==> src/gtc_pkg.sv <==
// Purpose: shared constants for the gated 16-bit timer/counter core
// Assumes: apb slave, 32-bit data, one word per register
// Notes: all offsets are byte addresses
`default_nettype none
package gtc_pkg;
  localparam logic [11:0] CTRL_OFF = 12'h000;
  localparam logic [11:0] GATE_OFF = 12'h004;
  localparam logic [11:0] CNTL_OFF = 12'h008;
  localparam logic [11:0] CNTH_OFF = 12'h00C;
  localparam logic [11:0] STAT_OFF = 12'h010;
  localparam logic [11:0] MASK_OFF = 12'h014;
  // counter_control_reg fields
  localparam int RUN_BIT = 0;
  localparam int SYNCDIS_BIT = 2;
  localparam int OSCEN_BIT = 3;
  localparam int PS_LSB = 4;
  localparam int CS_LSB = 6;
  // gate_control_reg fields, then the overflow bit of the status and mask registers
  localparam int GPOL_BIT = 6;
  localparam int GEN_BIT = 7;
  localparam int OVF_BIT = 0;
  localparam logic [7:0] CTRL_RST = 8'h00;
  localparam logic [7:0] GATE_RST = 8'h00;
  localparam logic [15:0] CNT_RST = 16'h0000;
  localparam logic [15:0] CNT_MAX = 16'hFFFF;
  localparam logic [15:0] CNT_ONE = 16'h0001;
  localparam logic [15:0] CNT_FOUR = 16'h0004;
  localparam logic [1:0] IC_DIV = 2'h3;
  localparam int SYNC_STAGES = 2;
  typedef enum logic [1:0] {SRC_INSTR, SRC_SYS, SRC_EXT, SRC_LFOSC} gtc_src_e;
endpackage : gtc_pkg
`default_nettype wire

==> src/gtc_sync.sv <==
// Purpose: two-stage synchroniser for one level
// Assumes: input is asynchronous to pclk
// Notes: first stage feeds only the second
`timescale 1ns/10ps
`default_nettype none
module gtc_sync (
  input wire logic pclk,
  input wire logic presetn,
  input wire logic din,
  output logic dout
);
  typedef struct packed {
    logic s1;
    logic s2;
  } gtc_sync_s;
  gtc_sync_s st_q;
  gtc_sync_s st_d;
  always_comb
  begin
    st_d.s1 = din;
    st_d.s2 = st_q.s1;
  end
  always_ff @(posedge pclk or negedge presetn)
  begin
    if (!presetn)
      st_q <= '0;
    else
      st_q <= st_d;
  end
  assign dout = st_q.s2;
endmodule : gtc_sync
`default_nettype wire

==> src/gtc_prescale.sv <==
// Purpose: divide-by-1/2/4/8 prescaler on a tick stream
// Assumes: tick is a one-cycle pulse on pclk
// Notes: clear restarts the division
`timescale 1ns/10ps
`default_nettype none
module gtc_prescale (
  input wire logic pclk,
  input wire logic presetn,
  input wire logic clr,
  input wire logic [1:0] sel,
  input wire logic tick,
  output logic tick_out
);
  typedef struct packed {
    logic [2:0] cnt;
  } gtc_ps_s;
  gtc_ps_s st_q;
  gtc_ps_s st_d;
  logic [2:0] lim;
  always_comb
  begin
    lim = 3'((4'h1 << sel) - 4'h1);
    st_d = st_q;
    tick_out = 1'b0;
    if (clr)
      st_d.cnt = 3'h0;
    else if (tick)
    begin
      if (st_q.cnt >= lim)
      begin
        st_d.cnt = 3'h0;
        tick_out = 1'b1;
      end
      else
        st_d.cnt = 3'(st_q.cnt + 3'h1);
    end
  end
  always_ff @(posedge pclk or negedge presetn)
  begin
    if (!presetn)
      st_q <= '0;
    else
      st_q <= st_d;
  end
endmodule : gtc_prescale
`default_nettype wire

==> src/gtc_core.sv <==
// Purpose: gated 16-bit up timer/counter with apb registers
// Assumes: pclk is the system clock; osc and pin inputs are asynchronous
// Notes: asynchronous count mode is emulated by a single-stage sample of the count pin; the oscillator path stays two-stage
//
// The address map and the APB interface to the registers are this design's own decisions.
`timescale 1ns/10ps
`default_nettype none
module gtc_core (
  input wire logic pclk,
  input wire logic presetn,
  input wire logic psel,
  input wire logic penable,
  input wire logic pwrite,
  input wire logic [11:0] paddr,
  input wire logic [31:0] pwdata,
  output logic [31:0] prdata,
  output logic pready,
  output logic pslverr,
  input wire logic ext_count_pin,
  input wire logic crystal_in_pin,
  output logic crystal_out_pin,
  input wire logic low_freq_internal_osc,
  input wire logic gate_pin,
  output logic irq
);
  typedef struct packed {
    logic [7:0] ctrl;
    logic [7:0] gctl;
    logic [15:0] cnt;
    logic ovf;
    logic mask;
    logic [1:0] phase;
    logic pin_d;
    logic osc_d;
    logic lf_d;
    logic raw_q;
    logic armed;
    logic en_d;
    logic int_out;
    logic [31:0] rdata;
  } gtc_core_s;
  gtc_core_s st_q;
  gtc_core_s st_d;

  logic pin_s;
  logic osc_s;
  logic lf_s;
  logic gate_s;
  logic ext_lvl;
  logic src_tick;
  logic ps_tick;
  logic ps_clr;
  logic run_en;
  logic wr;
  logic hit;
  gtc_pkg::gtc_src_e src;

  function automatic logic valid_addr(input logic [11:0] a);
    valid_addr = (a == gtc_pkg::CTRL_OFF) || (a == gtc_pkg::GATE_OFF)
      || (a == gtc_pkg::CNTL_OFF) || (a == gtc_pkg::CNTH_OFF)
      || (a == gtc_pkg::STAT_OFF) || (a == gtc_pkg::MASK_OFF);
  endfunction : valid_addr

  // crystal amplifier modelled as an inverter while enabled
  assign crystal_out_pin = st_q.ctrl[gtc_pkg::OSCEN_BIT] & ~crystal_in_pin;

  gtc_sync u_pin_sync (
    .pclk(pclk), .presetn(presetn), .din(ext_count_pin), .dout(pin_s)
  );
  gtc_sync u_osc_sync (
    .pclk(pclk), .presetn(presetn), .din(crystal_in_pin), .dout(osc_s)
  );
  gtc_sync u_lf_sync (
    .pclk(pclk), .presetn(presetn), .din(low_freq_internal_osc), .dout(lf_s)
  );
  gtc_sync u_gate_sync (
    .pclk(pclk), .presetn(presetn), .din(gate_pin), .dout(gate_s)
  );

  assign src = gtc_pkg::gtc_src_e'(st_q.ctrl[gtc_pkg::CS_LSB +: 2]);
  assign wr = psel & penable & pwrite;
  assign hit = valid_addr(paddr);
  assign pready = 1'b1;
  assign pslverr = psel & penable & ~hit;
  assign ps_clr = wr & ((paddr == gtc_pkg::CNTL_OFF) | (paddr == gtc_pkg::CNTH_OFF));

  // unsynchronised mode takes a single sample only, trading metastability margin for latency
  assign ext_lvl = st_q.ctrl[gtc_pkg::SYNCDIS_BIT] ? st_q.raw_q : pin_s;

  always_comb
  begin
    run_en = st_q.ctrl[gtc_pkg::RUN_BIT];
    if (st_q.gctl[gtc_pkg::GEN_BIT])
      run_en = run_en & (gate_s == st_q.gctl[gtc_pkg::GPOL_BIT]);
  end

  always_comb
  begin
    src_tick = 1'b0;
    case (src)
      gtc_pkg::SRC_INSTR: src_tick = (st_q.phase == gtc_pkg::IC_DIV);
      gtc_pkg::SRC_SYS: src_tick = (st_q.phase == gtc_pkg::IC_DIV);
      gtc_pkg::SRC_LFOSC: src_tick = lf_s & ~st_q.lf_d;
      gtc_pkg::SRC_EXT:
      begin
        if (st_q.ctrl[gtc_pkg::OSCEN_BIT])
          src_tick = osc_s & ~st_q.osc_d;
        else
          src_tick = st_q.armed & ext_lvl & ~st_q.pin_d;
      end
      default: src_tick = 1'b0;
    endcase
  end

  gtc_prescale u_ps (
    .pclk(pclk),
    .presetn(presetn),
    .clr(ps_clr),
    .sel(st_q.ctrl[gtc_pkg::PS_LSB +: 2]),
    .tick(src_tick & run_en),
    .tick_out(ps_tick)
  );

  always_comb
  begin
    logic [15:0] step;
    logic [16:0] sum;
    step = gtc_pkg::CNT_ONE;
    sum = 17'h0_0000;
    st_d = st_q;
    st_d.phase = 2'(st_q.phase + 2'h1);
    st_d.raw_q = ext_count_pin;
    st_d.pin_d = ext_lvl;
    st_d.osc_d = osc_s;
    st_d.lf_d = lf_s;
    st_d.en_d = run_en;
    // a low level re-arms; enable, disable or a count write disarm
    if (!ext_lvl)
      st_d.armed = 1'b1;
    if ((run_en != st_q.en_d) || ps_clr)
      st_d.armed = 1'b0;
    if (src == gtc_pkg::SRC_SYS)
      step = gtc_pkg::CNT_FOUR;
    sum = {1'b0, st_q.cnt} + {1'b0, step};
    if (ps_tick)
    begin
      st_d.cnt = sum[15:0];
      if (sum[16])
        st_d.ovf = 1'b1;
    end
    if (wr)
    begin
      case (paddr)
        gtc_pkg::CTRL_OFF: st_d.ctrl = pwdata[7:0];
        gtc_pkg::GATE_OFF: st_d.gctl = pwdata[7:0];
        gtc_pkg::CNTL_OFF: st_d.cnt[7:0] = pwdata[7:0];
        gtc_pkg::CNTH_OFF: st_d.cnt[15:8] = pwdata[7:0];
        gtc_pkg::MASK_OFF: st_d.mask = pwdata[gtc_pkg::OVF_BIT];
        // write one to clear; a rollover in the same cycle still wins
        gtc_pkg::STAT_OFF:
          if (pwdata[gtc_pkg::OVF_BIT] && !(ps_tick && sum[16]))
            st_d.ovf = 1'b0;
        default: st_d.ctrl = st_q.ctrl;
      endcase
    end
    // read word is latched in the setup phase from the values that stand during the access phase
    st_d.rdata = 32'h0000_0000;
    if (psel && !penable && !pwrite)
    begin
      case (paddr)
        gtc_pkg::CTRL_OFF: st_d.rdata[7:0] = st_d.ctrl;
        gtc_pkg::GATE_OFF: st_d.rdata[7:0] = st_d.gctl;
        gtc_pkg::CNTL_OFF: st_d.rdata[7:0] = st_d.cnt[7:0];
        gtc_pkg::CNTH_OFF: st_d.rdata[7:0] = st_d.cnt[15:8];
        gtc_pkg::STAT_OFF: st_d.rdata[gtc_pkg::OVF_BIT] = st_d.ovf;
        gtc_pkg::MASK_OFF: st_d.rdata[gtc_pkg::OVF_BIT] = st_d.mask;
        default: st_d.rdata = 32'h0000_0000;
      endcase
    end
    st_d.int_out = st_d.ovf & st_d.mask;
  end

  always_ff @(posedge pclk or negedge presetn)
  begin
    if (!presetn)
    begin
      st_q <= '0;
      st_q.ctrl <= gtc_pkg::CTRL_RST;
      st_q.gctl <= gtc_pkg::GATE_RST;
      st_q.cnt <= gtc_pkg::CNT_RST;
    end
    else
      st_q <= st_d;
  end

  // the read register is zero outside the access phase, so the bus stays quiet when idle
  assign prdata = st_q.rdata;
  assign irq = st_q.int_out;
endmodule : gtc_core
`default_nettype wire

==> config.mk <==
export PLATFORM = sky130hd
export DESIGN_NAME = gtc_core
export DESIGN_NICKNAME = d
export VERILOG_FILES = /design/src/gtc_pkg.sv /design/src/gtc_sync.sv /design/src/gtc_prescale.sv /design/src/gtc_core.sv
export SDC_FILE = /design/constraint.sdc
export NUM_CORES = 1
export LEC_CHECK = 0
export ABC_AREA = 0
export BUFFER_PORTS_ARGS = -buffer_cell sky130_fd_sc_hd__buf_2
export CORE_MARGIN = 4
export CORE_UTILIZATION = 48
export DETAILED_ROUTE_END_ITERATION = 8
export GPL_TIMING_DRIVEN = 0
export PLACE_DENSITY = 0.73
export SLEW_MARGIN = 20
export SYNTH_ARGS = -nofsm -noshare
export SYNTH_HDL_FRONTEND = slang
export SYNTH_HIERARCHICAL = 1
export SYNTH_SLANG_ARGS = --single-unit
==> constraint.sdc <==
create_clock -name pclk -period 2.9 [get_ports pclk]
set_input_delay 0.145 -clock pclk [delete_from_list [all_inputs] [get_ports pclk]]
set_output_delay 0.145 -clock pclk [all_outputs]
set_load 0.05 [all_outputs]
Yosys cells after proc, flatten, opt, wreduce, memory -nomap -nowiden
Index checks and enable logic that the tools add are counted.
Widths: inputs -> output; s select.

storage, ports and cells
  flip-flop bits (word level) = 85
  word-level logic and storage cells = 101

operators by class
  add/subtract/negate cells = 4
  $lt $le $gt $ge = 1
  eq/ne operators = 12
  shifts and indexed selects = 1
  muxes and demuxes = 26
  bitwise operators = 18
  reductions and logical operators = 17

operator list
  operator             number
  $mux 8               5
  $mux 34              1
  $pmux 7 s4           1
  $eq 12x4->1 const B  2
  $eq 12x5->1 const B  2
  $add 16x16->17       1
  $mux 17              1
  $and 1x1->1          12
  $eq 12x3->1 const B  1
  $logic_not 12->1     1
  $mux 1               12
  $mux 3               4
  $eq 2x2->1 const B   3
  $logic_or 1x1->1     6
  $pmux 1 s6           1
  $not 1->1            5
  $logic_and 1x1->1    4
  $add 3x1->3 const B  1
  $ge 3x3->1           1
  $logic_not 1->1      3
  $pmux 1 s3           1
  $shl 1x2->3 const A  1
  $sub 3x1->3 const B  1
  $add 2x1->2 const B  1
  other kinds (8)      8

Longest topological paths before layout
Gate-level depths: netlist (run 1).

  depth after elaboration = 16
  mapped depth = 14

By module
The synthesis (run 1) kept the hierarchy.

by module, submodules not included
  module        instances  cells an instance  area an instance (um^2)  seq. area each (um^2)
  gtc_core      1          302                2,989.1                  1,276.2
  gtc_prescale  1          27                 266.5                    75.1
  gtc_sync      4          2                  50.0                     50.0

Least setup slack after synthesis (run 1)
No wires, ideal clock.

  path type = reg2reg
  start point = register st_q[69] (netlist bit)
  end point = register st_q, in the netlist prdata[0]
  arrival time = 2.958 ns
  required time = 2.799 ns
  slack = -0.159 ns
  stages on the path, launching flop included = 15
  clock period less this slack = 3.059 ns
  cells stage by stage = dfrtp_1 > mux2i_1 > nor4b_1 > a31oi_1 > o211ai_1 > o21ai_0 > nor2_1 > and3b_2 > buf_2 > nand2_1 > nor2_1 > or4b_4 > a2111oi_4 > a31oi_1 > o32ai_1

RTL lines
  element                 line             text
  from (decl)             gtc_core.sv:42   gtc_core_s st_q;
  from (signal assigned)  gtc_core.sv:193  st_q <= st_d;

==> flow_metrics.tcl, run 1 <==
set metrics [dict create \
    grt_pass1_wl_um 12900 \
    cp-end-kind "flop" \
    async_flop_share_pct 100 \
    cts.sink_count 62 \
    synth_top_area_share_pct 44.9 \
    syn_area_sq_um 3460 \
    drive_above_1_share_pct 34.1 \
    p_comb_share_pct 10.3 \
    rsz0062_at_grt "true" \
    worstPathRequired_ns 3.14 \
    relSlewSlack_pct 48.5 \
    fin_crit_ns 2.96 \
    cts.reportedPaths.clkPinSlew_ns 0.07 \
    num_vias 2712 \
    timing.hold.ws_ns 0.105 \
    syn_inst 337 \
    seq_area_frac_synth_pct 44.9 \
    worst_ep_arrival_time_ns 3.21 \
    initialDrtViolationCount 142 \
    setup-tns-final_ns -0.0628 \
    status "finished with violations" \
    core_area_sq_um 6910 \
    syn2layout_area_growth_pct 22.8 \
    die_h_um 92.9 \
    seq_area_sq_um 1550 \
    avgViaCountPerCell 5.18 \
    worstHoldPathType "primary input to flop" \
    start_util_pct 50.0 \
    routed_wl_um 7900 \
    antenna_left 0 \
    dp_slack_ns -0.494 \
    rows 30 \
    tightest_slew_ns 0.772 \
    nNetsFinal 484 \
    endpoint "prdata[0]" \
    synth_ff_type "dfrtp_1" \
    critPathMaxFanout 5 \
    final-hold-violation-count 0 \
    drc_errors 0 \
    io_buffer_count 38 \
    ys_seq_elements 62 \
    fillers 605 \
    wl_per_cell_um 15.1 \
    finalCritPeriodShare_pct 102 \
    criticalPathCategory "flop to flop" \
    cts_tree "built" \
    switching_share_pct 25.0 \
    p_leak_nw 2.10 \
    timing.rr.start "st_q[69]" \
    fin_ws_ns -0.0628 \
    seqPwrFrac_pct 46.5 \
    clock_latency_ns 0.34 \
    n_antenna_cell 0 \
    h-tree-depth 3 \
    finClkSkew_ns 0.00568 \
    p_sw_mw 0.473 \
    setup_violations 1 \
    ys_types 57 \
    critPathLaunchType "flop" \
    pwr-share-clk_pct 43.2 \
    grt_usage_pct 19.4 \
    internal_power_mw 1.42 \
    ys_top_cells_by_area "dfrtp_1 45%, buf_4 7.2%, mux2_2 7.2%, mux2i_1 3.2%, nor2_1 3.1%" \
    yosys_warnings 6 \
    grt_max_degree 63 \
    fp.dieW_um 92.9 \
    reg2regPathDepth 14 \
    grt_pass1_vias 2638 \
    gp_congestion 0.872 \
    drv_slew 0 \
    dieArea_sq_um 8620 \
    antenna_found_initial 0 \
    io-pin-count 89 \
    grt_overflow 0 \
    dp_hpwl_um 5690 \
    startpoint "st_q[69]" \
    peakVddDrop_mv 0.320 \
    avgSynthCellArea_sq_um 10.3 \
    violations "negative setup slack" \
    cts_buffer_depth 2 \
    r2r_end "prdata[0]" \
    rrSetupSlack_ns -0.06 \
    multi_input_area_sq_um 1710 \
    drv_cap 0 \
    synth-edff-count 0 \
    timing.fmax_mhz 338 \
    power_density_nw_per_um2 445 \
    drt-pass1-iter-count 5 \
    numCtsBuffers 9 \
    synth_largest_area_cell "dfrtp_1" \
    root_buffer "clkbuf_8" \
]
## cell families after synthesis
family,after synthesis,synth area share (%)
other,2,0.217
XOR/XNOR,16,4.05
adder cells (fa/ha/maj),8,2.90
buffers and inverters,54,9.52
AO/OA/AOI/OAI,52,10.6
AND/OR/NAND/NOR,110,17.4
multiplexers,33,10.4
flip-flops,62,44.9
## sequential cells by signal (all words and copies together), names as in the netlist, 2 cells and up
| register | cells |
|---|---|
| src | 2 |
| prdata | 8 |
| st_q | 40 |
| u_ps/st_q | 3 |
## synth_stat cells, types with 3 or more instances
master     n
o21ai_0    3
nor3_1     9
o32ai_1    3
or2_2      4
o31ai_1    4
ha_1       8
and2_1     3
mux2_2    22
nand3b_1   3
xor2_1     6
clkbuf_1   8
dfrtp_1   62
o22ai_1    3
a21oi_1   20
inv_1     10
mux2i_1   11
xnor2_1   10
and3_1     3
nand4_1    5
a31oi_1    5
nand2_1   22
buf_4     33
nor2_1    29
nand3_1    9
## critical path: stages, from the launching register on
cell and delay [ns]:
dfrtp_1 0.42, mux2i_2 0.18, nor4b_2 0.25, a31oi_1 0.07
o211ai_1 0.16, o21ai_1 0.11, nor2_2 0.12, and3b_2 0.20
buf_6 0.13, nand2_4 0.06, nor2_4 0.12, or4b_4 0.51
a2111oi_4 0.32, a31oi_1 0.10, o32ai_1 0.12
## cells in the final DEF, fill, tap and decap left out, types with 10 or more instances in the layout
cell type and n:
inv_1 10, buf_4 42, mux2i_1 10, nand2_1 21
buf_2 38, conb_1 25, nor2_1 26, a21oi_1 20
xnor2_1 10, dfrtp_1 62, clkbuf_1 10, mux2_2 22
## metrics by stage
| stage | power (mW) | util [%] | cell area, sq um | cells |
|---|---|---|---|---|
| final | 1.89 | 61.4 | 4240 | 524 |
| after floorplan | 1.02 | - | 3550 | 360 |
| after global placement | 1.08 | 55.9 | 3860 | 494 |
| after CTS | 1.92 | 60.8 | 4200 | 521 |
| after global routing | 1.98 | 61.4 | 4240 | 524 |
| after detailed placement | 1.08 | 55.9 | 3860 | 494 |
## worst min path at each step
stage	endpoint	slack, ns	startpoint	cells past startpoint
3_3_place_gp	u_lf_sync/st_d[0]	0.25	low_freq_internal_osc	1
4_1_cts	src[0]	0.09	pwdata[6]	2
3_5_place_dp	u_gate_sync/st_d[0]	0.26	gate_pin	1
5_1_grt	st_q[65]	0.1	pwdata[6]	2
2_1_floorplan	irq	-0.15	presetn	0
6_report	src[0]	0.10	pwdata[6]	2
## layer usage
metal / global-route usage, % / part of all wire [%] / vias to the layer above
li1: - / - / 1311
met1: 25.3 / 43 / 1246
met2: 29.3 / 46 / 141
met3: 7.23 / 9.0 / 14
met4: 7.33 / 1.7 / 0
met5: 0 / 0 / -
## power by group through the flow
stage                     combinational, mW  sequential, mW  clock, mW
after global routing                  0.209           0.878      0.891
after global placement                0.183           0.894          0
after floorplan                       0.128           0.893          0
after CTS                             0.193           0.878      0.848
final                                 0.194           0.878      0.816
after detailed placement              0.185           0.894          0
## final cells by class
class | instances | area share, %
Multi-Input combinational cell | 244 | 40.2
Sequential cell | 62 | 36.6
Timing Repair Buffer | 52 | 7.40
Buffer | 43 | 6.93
Clock buffer | 11 | 3.10
Tap cell | 96 | 2.83
Clock inverter | 5 | 1.98
Inverter | 11 | 0.973
## what timing repair did
item / in CTS / in global routing
resized for setup: 7 / 5
endpoints found under the hold margin: 67 / 0
buffers inserted: 6 / 3
setup endpoints to repair: 10 / 5
hold buffers: 5 / 0
pin swaps: 4 / 4
No activity file was read; power rests on OpenSTA's default activity.
==> run 2, diff against run 1 <==
--- a/config.mk
+++ b/config.mk
@@ -12,6 +12,7 @@
 export DETAILED_ROUTE_END_ITERATION = 8
 export GPL_TIMING_DRIVEN = 0
 export PLACE_DENSITY = 0.73
+export SKIP_CTS_REPAIR_TIMING = 1
 export SLEW_MARGIN = 20
 export SYNTH_ARGS = -nofsm -noshare
 export SYNTH_HDL_FRONTEND = slang
==> run 2 against run 1 <==
Against the previous run: non-clock buffer count shrank 3; largest power group unchanged; the run still ends with negative setup slack left; clock power grew 0.6%; power grew 0.20%; global-route usage shrank 0.77 points; clock skew grew 0.0013 ns.
==> flow_metrics.tcl, run 2 (synthesis gave the netlist of run 1 again) <==
set metrics [dict create \
    setup_violations 1 \
    fp.dieW_um 92.9 \
    tightest_slew_ns 0.773 \
    criticalPathCategory "flop to flop" \
    holdPathEnd "src[0]" \
    finClkSkew_ns 0.00700 \
    min_path_cells 2 \
    antenna_found_initial 0 \
    p_comb_share_pct 10.2 \
    timing.fmax_mhz 337 \
    rrSetupSlack_ns -0.07 \
    wl_per_cell_um 14.9 \
    worstPathRequired_ns 3.15 \
    reg2regPathDepth 12 \
    dp_cells 494 \
    violations "negative setup slack" \
    top_register "st_q" \
    fin_crit_ns 2.97 \
    n_antenna_cell 0 \
    finalCritPeriodShare_pct 102 \
    rsz0062_at_grt "true" \
    final_cell_mix "62 x dfrtp_1, 40 x buf_4, 38 x buf_2" \
    p_leak_nw 2.09 \
    multi_input_area_sq_um 1700 \
    grt_pass1_wl_um 12400 \
    worstHoldPathType "primary input to flop" \
    power_density_nw_per_um2 449 \
    critPathMaxFanout 8 \
    grt_max_degree 63 \
    largest_reg_flops 40 \
    setup-tns-final_ns -0.0700 \
    drc_errors 0 \
    cts_tree "built" \
    avgViaCountPerCell 5.11 \
    rows 30 \
    cts.sink_count 62 \
    dp_slack_ns -0.494 \
    cp-end-kind "flop" \
    root_buffer "clkbuf_8" \
    pwr-share-clk_pct 43.4 \
    grt_overflow 0 \
    clock_latency_ns 0.35 \
    io-pin-count 89 \
    switching_share_pct 25.2 \
    grt_pass1_vias 2524 \
    io_buffer_count 38 \
    start_util_pct 50.0 \
    routed_wl_um 7760 \
    final_common_cell "dfrtp_1" \
    critPathLaunchType "flop" \
    drive_above_1_share_pct 33.4 \
    drv_slew 0 \
    internal_power_mw 1.41 \
    gp_congestion 0.872 \
    die_h_um 92.9 \
    numCtsBuffers 9 \
    initialDrtViolationCount 150 \
    finalNonFillerCells 521 \
    status "finished with violations" \
    grt_usage_pct 18.6 \
    nNetsFinal 481 \
    seq_area_sq_um 1550 \
    r2r_end "prdata[0]" \
    relSlewSlack_pct 48.4 \
    fillers 606 \
    seqPwrFrac_pct 46.4 \
    fin_ws_ns -0.0700 \
    drt-pass1-iter-count 4 \
    worst_ep_arrival_time_ns 3.22 \
    cts.reportedPaths.clkPinSlew_ns 0.07 \
    h-tree-depth 3 \
    antenna_left 0 \
    cts_buffer_depth 2 \
    dieArea_sq_um 8620 \
    final-hold-violation-count 0 \
    dp_hpwl_um 5690 \
    power.total_mw 1.89 \
    drv_cap 0 \
    core_area_sq_um 6910 \
    syn2layout_area_growth_pct 21.9 \
    placed_area_sq_um 3860 \
    fin_area_sq_um 4210 \
    timing.rr.start "st_q[72]" \
    hold_start "pwdata[6]" \
    num_vias 2662 \
    peakVddDrop_mv 0.320 \
    p_sw_mw 0.477 \
]
## run 2: cell count changes in the layout (fill, tap and decap cells not counted)
cell     change
buf_4        -2
buf_6        -1
nor3b_1      +1
nor3b_2      -1
nor4_1       +1
nor4_2       -1
o32ai_1      -1
o32ai_2      +1
## run 2: worst max-delay path, cell delays in order, from the launching register on
cell and delay, ns:
dfrtp_1 0.42, or2_2 0.31, ha_1 0.31, nor2b_4 0.05
o21ai_2 0.19, and3b_2 0.22, buf_6 0.14, nand2_4 0.06
nor2_4 0.13, or4b_4 0.51, a2111oi_4 0.31, a31oi_1 0.09
o32ai_1 0.13
## run 2: per-stage QoR
| stage | utilization, % | hold slack [ns] |
|---|---|---|
| floorplan | - | -0.151 |
| detailed placement | 55.9 | 0.255 |
| CTS | 59.0 | -0.117 |
| finish | 61.0 | 0.107 |
| global route | 61.0 | 0.0964 |
| global placement | 55.9 | 0.253 |
## run 2: cell type report
class	count	area share (%)
Tap cell	96	2.85
Clock buffer	11	3.12
Multi-Input combinational cell	244	40.4
Sequential cell	62	36.8
Clock inverter	5	1.99
Timing Repair Buffer	49	6.83
Inverter	11	0.980
Buffer	43	6.98
## run 2: worst max path at each step
stage / startpoint / end / slack, ns / cells past startpoint
after floorplan: st_q[69] / prdata[0] / 0.007 / 14
after global placement: st_q[69] / prdata[0] / -0.47 / 14
after detailed placement: st_q[69] / prdata[0] / -0.49 / 14
after CTS: st_q[69] / prdata[0] / -0.49 / 14
after global routing: st_q[69] / prdata[0] / -0.17 / 14
final: st_q[72] / prdata[0] / -0.07 / 12
## run 2: power groups by stage
stage          Combinational [mW]  Clock [mW]  Sequential, mW
5_1_grt                     0.208       0.892           0.878
3_5_place_dp                0.185           0           0.894
6_report                    0.193       0.821           0.878
3_3_place_gp                0.183           0           0.894
4_1_cts                     0.186       0.848           0.878
2_1_floorplan               0.128           0           0.893
## run 2: per-layer routing
metal | part of all wire [%] | vias up | global-route usage, % | routed length (um)
li1 | - | 1295 | - | -
met2 | 45 | 112 | 27.2 | 3520
met3 | 8.5 | 16 | 7.07 | 656
met4 | 1.8 | 0 | 7.69 | 141
met1 | 44 | 1239 | 24.8 | 3440
met5 | 0 | - | 0 | 0
